### src/core/dfs_pkg.sv
package dfs_pkg;
    localparam int CNT_W = 14;
    localparam int CONV_W = 6;
    localparam logic [13:0] CNT_ZERO = 14'h0000;
    localparam logic [13:0] CNT_ONE = 14'h0001;
    localparam logic [13:0] SETTLE_MAX = 14'h3FFF;
    localparam logic [5:0] CONV_LAST = 6'h3F;
    localparam logic [6:0] RDY_EXTRA = 7'h40;
    localparam logic [6:0] RDY_ZERO = 7'h00;
    localparam logic [6:0] RDY_ONE = 7'h01;
    localparam int SETTLE_CYCLES = 8192;
    localparam int CONV_CYCLES = 64;
    localparam real MCLK_MIN_KHZ = 300.0;
    localparam real MCLK_MAX_KHZ = 15000.0;

    typedef struct packed {
        logic sync;
        logic reset;
        logic cal;
        logic frame_start;
    } dfs_ctrl_type;

    typedef struct packed {
        logic serial_result_valid;
        logic parallel_ready_n;
        logic output_load;
        logic filter_run;
    } dfs_stat_type;
endpackage

### src/core/dfs_edge.sv
`timescale 1ns/1ps
`default_nettype none
module dfs_edge (
    input wire logic sys_clk,
    input wire logic rstn,
    input wire logic level_in,
    output logic rise
);
    logic prev_ff;

    always_ff @(posedge sys_clk) begin
        if (!rstn) begin
            prev_ff <= 1'b0;
        end else begin
            prev_ff <= level_in;
        end
    end

    assign rise = level_in & ~prev_ff;
endmodule
`default_nettype wire

### src/core/dfs_sequencer.sv
// Overview of operation
// RULE1 - Fourteen bit cycle counter tracks filter position
// RULE2 - Low six bits divide by 64
// RULE3 - Top bit times 8192 cycle settling
// RULE4 - Counter advances each rising clock edge
// RULE5 - Top bit gates first valid indication
// RULE6 - Sync rising edge clears cycle counter
// RULE7 - Filter held until sync sampled low
// RULE8 - Sync leaves calibration values untouched
// RULE9 - Host may pulse sync one cycle
// RULE10 - Serial valid low 8192 cycles after sync
// RULE11 - Parallel ready waits further 64 cycles
// RULE12 - Rates scale with master clock frequency
// RULE13 - Serial valid low when data may be invalid
// RULE14 - Reset acts like sync, clears calibration
// RULE15 - Valid stays set, output refreshes per 64
`timescale 1ns/1ps
`default_nettype none
module dfs_sequencer #(
    parameter int SETTLE = dfs_pkg::SETTLE_CYCLES
) (
    input wire logic sys_clk,
    input wire logic rstn,
    input wire dfs_pkg::dfs_ctrl_type ctrl,
    input wire logic fault,
    output logic serial_result_valid,
    output logic parallel_ready_n,
    output logic output_load,
    output logic filter_run,
    output logic cal_clear,
    output logic [13:0] cycle_count
);
    typedef enum logic [1:0] {
        DFS_HOLD,
        DFS_SETTLE,
        DFS_WAIT_LOAD,
        DFS_RUN
    } dfs_state_type;

    dfs_state_type state_ff;
    logic [13:0] cnt_ff;
    logic settled_ff;
    logic [6:0] rdy_cnt_ff;
    logic valid_ff;
    logic ready_n_ff;
    logic load_ff;
    logic run_ff;
    logic cal_clear_ff;
    logic sync_rise;
    logic reset_rise;
    logic frame_rise;
    logic restart;
    logic hold_req;
    logic conv_end;

    dfs_edge u_sync_edge (
        .sys_clk(sys_clk),
        .rstn(rstn),
        .level_in(ctrl.sync),
        .rise(sync_rise)
    );

    dfs_edge u_reset_edge (
        .sys_clk(sys_clk),
        .rstn(rstn),
        .level_in(ctrl.reset),
        .rise(reset_rise)
    );

    dfs_edge u_frame_edge (
        .sys_clk(sys_clk),
        .rstn(rstn),
        .level_in(ctrl.frame_start),
        .rise(frame_rise)
    );

    // Restart events; reset behaves as sync RULE14
    assign restart = sync_rise | reset_rise | ctrl.cal | frame_rise;
    // Held while sync or reset still high RULE7
    assign hold_req = ctrl.sync | ctrl.reset;
    assign conv_end = cnt_ff[dfs_pkg::CONV_W-1:0] == dfs_pkg::CONV_LAST; // RULE2

    // Counter advances on every edge while running RULE4
    // Fault restarts the settling count from zero
    always_ff @(posedge sys_clk) begin
        if (!rstn || restart || hold_req || fault) begin
            cnt_ff <= dfs_pkg::CNT_ZERO; // RULE6
        end else begin
            cnt_ff <= cnt_ff + dfs_pkg::CNT_ONE; // RULE1
        end
    end

    // Settle latch set once count reaches SETTLE - 1 RULE3
    always_ff @(posedge sys_clk) begin
        if (!rstn || restart || hold_req || fault) begin
            settled_ff <= 1'b0;
        end else if (cnt_ff == 14'(SETTLE - 1)) begin
            settled_ff <= 1'b1; // RULE5
        end
    end

    always_ff @(posedge sys_clk) begin
        if (!rstn || restart || hold_req) begin
            state_ff <= DFS_HOLD;
        end else begin
            unique case (state_ff)
                DFS_HOLD: begin
                    state_ff <= DFS_SETTLE; // RULE7
                end
                DFS_SETTLE: begin
                    if (cnt_ff == 14'(SETTLE - 1)) begin
                        state_ff <= DFS_WAIT_LOAD; // RULE10
                    end
                end
                DFS_WAIT_LOAD: begin
                    if (fault) begin
                        state_ff <= DFS_SETTLE; // RULE13
                    end else if (rdy_cnt_ff == dfs_pkg::RDY_ONE) begin
                        state_ff <= DFS_RUN; // RULE11
                    end
                end
                DFS_RUN: begin
                    if (fault) begin
                        state_ff <= DFS_SETTLE;
                    end
                end
            endcase
        end
    end

    // Extra 64 cycles before parallel ready RULE11
    always_ff @(posedge sys_clk) begin
        if (!rstn || state_ff != DFS_WAIT_LOAD) begin
            rdy_cnt_ff <= dfs_pkg::RDY_EXTRA;
        end else if (rdy_cnt_ff != dfs_pkg::RDY_ZERO) begin
            rdy_cnt_ff <= rdy_cnt_ff - dfs_pkg::RDY_ONE;
        end
    end

    // Serial valid low until settled, high after RULE13
    always_ff @(posedge sys_clk) begin
        if (!rstn || restart || hold_req || fault) begin
            valid_ff <= 1'b0; // RULE10
        end else if (settled_ff || cnt_ff == 14'(SETTLE - 1)) begin
            valid_ff <= 1'b1; // RULE15
        end
    end

    // Fault keeps ready inactive until settled again plus 64 cycles, or for 64 cycles only if it hits count SETTLE - 1 in DFS_SETTLE
    always_ff @(posedge sys_clk) begin
        if (!rstn || restart || hold_req || fault) begin
            ready_n_ff <= 1'b1;
        end else if (state_ff == DFS_WAIT_LOAD
                     && rdy_cnt_ff == dfs_pkg::RDY_ONE) begin
            ready_n_ff <= 1'b0; // RULE11
        end
    end

    // Output register refresh once per convolution RULE15
    always_ff @(posedge sys_clk) begin
        if (!rstn || hold_req) begin
            load_ff <= 1'b0;
        end else begin
            load_ff <= conv_end && state_ff != DFS_HOLD; // RULE2
        end
    end

    always_ff @(posedge sys_clk) begin
        if (!rstn) begin
            run_ff <= 1'b0;
        end else begin
            run_ff <= !hold_req; // RULE7
        end
    end

    // Calibration cleared only by reset, not sync RULE8
    always_ff @(posedge sys_clk) begin
        if (!rstn) begin
            cal_clear_ff <= 1'b1;
        end else begin
            cal_clear_ff <= reset_rise; // RULE14
        end
    end

    // Timing is counted in master clock cycles only RULE12
    assign serial_result_valid = valid_ff;
    assign parallel_ready_n = ready_n_ff;
    assign output_load = load_ff;
    assign filter_run = run_ff;
    assign cal_clear = cal_clear_ff;
    assign cycle_count = cnt_ff;
endmodule
`default_nettype wire

### config.mk
export PLATFORM = sky130hd
export DESIGN_NAME = dfs_sequencer
export DESIGN_NICKNAME = d
export VERILOG_FILES = /design/src/core/dfs_pkg.sv /design/src/core/dfs_edge.sv /design/src/core/dfs_sequencer.sv
export SDC_FILE = /design/constraint.sdc
export NUM_CORES = 1
export LEC_CHECK = 0
export BUFFER_PORTS_ARGS = -buffer_cell sky130_fd_sc_hd__buf_2
export CAP_MARGIN = 20
export CELL_PAD_IN_SITES_DETAIL_PLACEMENT = 0
export CELL_PAD_IN_SITES_GLOBAL_PLACEMENT = 2
export CORE_UTILIZATION = 35
export DETAILED_ROUTE_END_ITERATION = 8
export PLACE_DENSITY_LB_ADDON = 0.1
export RECOVER_POWER = 50
export SYNTH_ARGS = -nofsm -noshare
export SYNTH_HDL_FRONTEND = slang
export SYNTH_SLANG_ARGS = --single-unit
### constraint.sdc
create_clock -name sys_clk -period 3.25 [get_ports sys_clk]
set_input_delay 0.65 -clock sys_clk [delete_from_list [all_inputs] [get_ports sys_clk]]
set_output_delay 0.65 -clock sys_clk [all_outputs]
set_load 0.02 [all_outputs]
== After elaboration in Yosys (flattened, before gate mapping) ==
Index checks and enable logic that the tools add are counted.

* Register bits: 32
* Input port bits: 7
* Output and inout bits: 19
* Logic and storage cells: 53

* Multiplexer cells: 5
* Reduce and logical (&&, ||, !) cells: 14
* $add $sub $neg: 2
* Bitwise logic cells: 10
* Equal/unequal tests: 10

{| class="wikitable"
|+ Operators with widths
! kind !! number
|-
| $add 14x1->14 const B || 1
|-
| $eq 14x13->1 const B || 1
|-
| $mux 2 || 4
|-
| $pmux 2 s4 || 1
|-
| $eq 7x1->1 const B || 1
|-
| $reduce_bool 7->1 || 1
|-
| $sub 7x1->7 const B || 1
|-
| $eq 6x6->1 const B || 1
|-
| $logic_or 1x1->1 || 6
|-
| $ne 2x2->1 const B || 3
|-
| $eq 2x2->1 const B || 2
|-
| $or 1x1->1 || 4
|-
| $and 1x1->1 || 3
|-
| $ne 3x3->1 const B || 1
|-
| $not 1->1 || 3
|-
| $reduce_and 3->1 || 1
|-
| $eq 2x1->1 const B || 1
|-
| $logic_and 1x1->1 || 2
|-
| $logic_not 1->1 || 2
|-
| $logic_not 2->1 || 1
|-
| $reduce_bool 2->1 || 1
|}

== Logic depth before layout (Yosys ltp) ==
* Depth after elaboration: 8
* Mapped depth: 6
* Depth with buffers taken out: 6

== Cells and area by module ==
A second synthesis with hierarchy kept.

* Cell total of the unflattened synthesis: 145
* Area, all modules: 1406.3 um^2

{| class="wikitable"
|+ Modules (own cells, without submodules)
! module !! cells each !! times used !! sequential area each (um^2) !! area each (um^2)
|-
| dfs_sequencer || 136 || 1 || 580.6 || 1286.2
|-
| dfs_edge || 3 || 3 || 20.0 || 40.0
|}

== Least setup slack after synthesis ==
OpenSTA, ideal clock, no wires.

* Kind: input -> register
* Start point: input port ctrl[3] (netlist name)
* End point: register valid_ff, in the netlist serial_result_valid
* Library setup time: 0.065 ns
* Data required time: 3.185 ns
* Buffers on the path: 2
* Arrival: 2.047 ns
* Setup slack: 1.139 ns
* Cell stages on the path: 6
* Path through: or3b_1 or4_4 or2_1 buf_6 buf_8 nor2_1

* Word-level cells in the longest chain between the ends: 7
* Elaborated cells on any way between the ends: 8
* Classes of those cells: 5 x bitwise; 3 x reduce/logical

{| class="wikitable"
|+ Ends and longest elaborated chain
! element !! RTL line !! source
|-
| start: declaration || dfs_sequencer.sv:24 || <nowiki>input wire dfs_pkg::dfs_ctrl_type ctrl,</nowiki>
|-
| $and 1x1->1 || dfs_edge.sv:19 || <nowiki>assign rise = level_in & ~prev_ff;</nowiki>
|-
| $or 1x1->1 (3 in series) || dfs_sequencer.sv:78 || <nowiki>assign restart = sync_rise | reset_rise | ctrl.cal | frame_rise;</nowiki>
|-
| $logic_or 1x1->1 || dfs_sequencer.sv:142 || <nowiki>if (!rstn || restart || hold_req || fault) begin</nowiki>
|-
| $logic_or 1x1->1 (*) (2 in series) || dfs_sequencer.sv:142 ||
|-
| end signal: assignment || dfs_sequencer.sv:143 || <nowiki>valid_ff <= 1'b0;</nowiki>
|-
| end signal: assignment || dfs_sequencer.sv:145 || <nowiki>valid_ff <= 1'b1;</nowiki>
|-
| end: declaration || dfs_sequencer.sv:44 || <nowiki>logic valid_ff;</nowiki>
|}

Mark *: on every way between the ends. The rest lies on a longest branch, timed or not.
A chain may end at the register's enable or synchronous reset.

== Worst setup path after layout ==
* Start point: input port rstn
* End point: register ready_n_ff, in the netlist parallel_ready_n

* Word-level cells in the longest chain between the ends: 4

{| class="wikitable"
|+ Ends and longest elaborated chain
! element !! RTL line !! source
|-
| start: declaration || dfs_sequencer.sv:23 || <nowiki>input wire logic rstn,</nowiki>
|-
| $logic_not 1->1 || n/a ||
|-
| $logic_or 1x1->1 (3 in series) || dfs_sequencer.sv:151 || <nowiki>if (!rstn || restart || hold_req || fault) begin</nowiki>
|-
| end signal: assignment || dfs_sequencer.sv:152 || <nowiki>ready_n_ff <= 1'b1;</nowiki>
|-
| end signal: assignment || dfs_sequencer.sv:155 || <nowiki>ready_n_ff <= 1'b0;</nowiki>
|-
| end: declaration || dfs_sequencer.sv:45 || <nowiki>logic ready_n_ff;</nowiki>
|}

No other way between the ends.

==> qor.csv <==
stage;metric;value;unit
status;status;completed;
layout;drive_gt1_frac;0.0787;
pwr;power_density;460;nW/um^2
synthesis;ys_seq_area_frac;0.468;
clock_tree;cts_tree;done;
place;io_buffer_count;25;
synthesis;synth_cells;148;
clock_tree;cts_buffers;5;
timing;finalSetupViolCount;0;
detailed_routing;drc;0;
floorplanning;die_x;64.5;um
layout;largest_reg_flops;14;
place;dp.cells;219;
synthesis;netlist_area;1370;um^2
grt;grt_start_max_net_pins;18;
synthesis;synth_nets;162;
detailed_routing;dr_total_vias;1077;
pwr;vdd_ir_drop_max;231;uV
layout;utilization;0.431;
worst_setup_path;rr_worst_depth;4;
worst_hold_path;hp-class;flop to flop;
timing;fin_crit;2.24;ns
timing;fin_tns_setup;0;ns
clock_tree;clk_path_buf_depth;2;
layout;final_common_cell;dfxtp_1;
floorplanning;ios;26;
clock_tree;cts.htree.levels;2;
worst_setup_path;worstPathRequired;3.43;ns
synthesis;synth_seq_cells;32;
place;gp_congestion;0.780;
synthesis;ys_types;30;
clock_tree;holdBufCountCts;0;
floorplanning;core_area;3720;um^2
worst_setup_path;slowest_delay;0.46;ns
timing;fmax;446;MHz
clock_tree;cts-root-buf;clkbuf_8;
worst_hold_path;min_to;cal_clear;
worst_setup_path;cp-start-kind;input port;
worst_hold_path;holdPathStages;1;
floorplanning;row_count;22;
detailed_routing;drtAntennaViolNets;0;
synthesis;synth_edf_count;0;
floorplanning;die_y;64.5;um
timing;slew-limit-headroom;0.463;
flow_run;drv_cap;0;
worst_setup_path;worstSetupPathType;input port to flop;
detailed_routing;first_pass_iters;4;
floorplanning;start_util;0.368;
worst_hold_path;hold_start;u_reset_edge.prev_ff;
synthesis;synthArstFlopShare;0;
worst_setup_path;crit_chain;clkbuf_1, or3b_1, or4_4, or2_1, a21o_1;
worst_setup_path;path_delay_family;simple AND/OR/NAND/NOR gates;
clock_tree;clkSinkCount;32;
detailed_routing;wl;2590;um
place;dpl_cell_area;1530;um^2
synthesis;syn_area_per_cell;9.25;um^2
grt;grt_pass1_wl;4270;um
clock_tree;clkTransAtPathRegs;0.06;ns
worst_setup_path;crit_arrival;2.42;ns
layout;mostFrequentLayoutCells;dfxtp_1 (32), nor2_1 (27), clkbuf_1 (19);
place;dp_hpwl;1920;um
worst_setup_path;ff2ff_setup_slack;1.46;ns
detailed_routing;drt_iter0_markers;62;
grt;antenna_found_initial;0;
floorplanning;dieArea;4160;um^2
clock_tree;clk_latency;0.28;ns
layout;syn_to_final_growth;16.9;%
layout;antenna_cells;0;
layout;fin_cells;226;
worst_setup_path;cp_max_fo;17;
layout;postLayoutCellArea;1600;um^2
timing;period_share;0.690;
grt;grt_pass1_vias;988;
detailed_routing;wl_per_cell;11.4;um
detailed_routing;via_per_inst;4.77;
synthesis;synth-warning-count;0;
synthesis;synth_ff_type;dfxtp_1;
clock_tree;cts_resized;0;
worst_setup_path;endpoint_kind;flop;
timing;tightestPinTransition;0.797;ns
timing;finalHoldViolCount;0;
grt;track_usage;0.138;
worst_setup_path;crit_path_top_delay_cell;or4_4;
timing;slew_viol_final;0;
timing;rsz0062_at_grt;no;
clock_tree;post_cts_buffers;0;
timing;skew;0.00334;ns
layout;nets;192;
worst_setup_path;rr_endpoint;rdy_cnt_ff[2];
grt;grt-ovfl-total;0;
worst_setup_path;worstReg2RegStart;rdy_cnt_ff[2];
pwr;p_leak;0.583;nW
worst_setup_path;critPathBufInv;1;
-- per-layer routing --
metal	share of wire	wire, um	up-vias	track usage
li1	-	-	561	-
met1	0.46	1200	486	0.154
met2	0.46	1190	22	0.228
met3	0.050	129	8	0.0405
met4	0.025	64	0	0.0917
met5	0	0	-	0
-- logic make-up (layout without fill, tap and decap cells) --
kind of cell               Yosys count  in the layout  share of synthesized area
AOI/OAI and AO/OA                   13             13                     0.0685
and+or+nand+nor                     69             69                      0.253
DFF                                 32             32                      0.468
adders and majority gates            7              7                     0.0640
xor gates and xnor gates            16             16                      0.102
buffers and inverters               11             41                     0.0439
-- synthesized netlist by cell type, types with 2 or more instances --
library cell	count	area, um^2
nor2_1	27	101
nand4_1	5	31.3
nand2_1	8	30.0
and2_1	3	18.8
nor2b_1	3	18.8
dfxtp_1	32	641
o21ai_0	2	10.0
nor3_1	7	35.0
ha_1	7	87.6
nand3_1	4	20.0
nor4_1	4	25.0
a211o_1	2	17.5
inv_1	9	33.8
a211oi_1	2	15.0
o31ai_1	2	15.0
xor2_1	4	35.0
a21o_1	3	22.5
xnor2_1	12	105
-- worst register-to-register path, cell delays in order, from the launching register on --
cell      delay, ns
dfxtp_1        0.34
nor4_1         0.72
nand3b_1       0.30
nand3_1        0.25
nor2_1         0.07
-- stage by stage --
stage | hold slack (ns) | total power [mW] | worst slack, ns
final | 0.426 | 0.735 | 1.01
after floorplan | 0.388 | 0.413 | 1.14
after CTS | 0.425 | 0.748 | 1.09
after global routing | 0.442 | 0.765 | 0.874
after detailed placement | 0.408 | 0.421 | 0.778
after global placement | 0.409 | 0.420 | 0.812
-- how the worst max path moves through the flow --
stage                        from                  end  slack (ns)  cells past startpoint
after floorplan           ctrl[3]  serial_result_valid        1.14                      6
after global placement    ctrl[3]     parallel_ready_n        0.81                      5
after detailed placement     rstn     parallel_ready_n        0.78                      5
after CTS                    rstn     parallel_ready_n        1.09                      5
after global routing         rstn     parallel_ready_n        0.87                      5
final                        rstn     parallel_ready_n        1.01                      5
-- report_power, final --
group / switching (mW) / internal, mW
logic: 0.00798 / 0.00613
clock network: 0.136 / 0.188
registers: 0.00109 / 0.396
total: 0.145 / 0.590
-- final cells by class --
type	count	area [um^2]
fill	395	2120
multi-input combinational	105	668
sequential	32	641
timing repair buffer	25	101
clock buffer	7	96.3
tap	48	60.1
inverter	9	33.8
No activity file was read; power rests on OpenSTA's default activity.
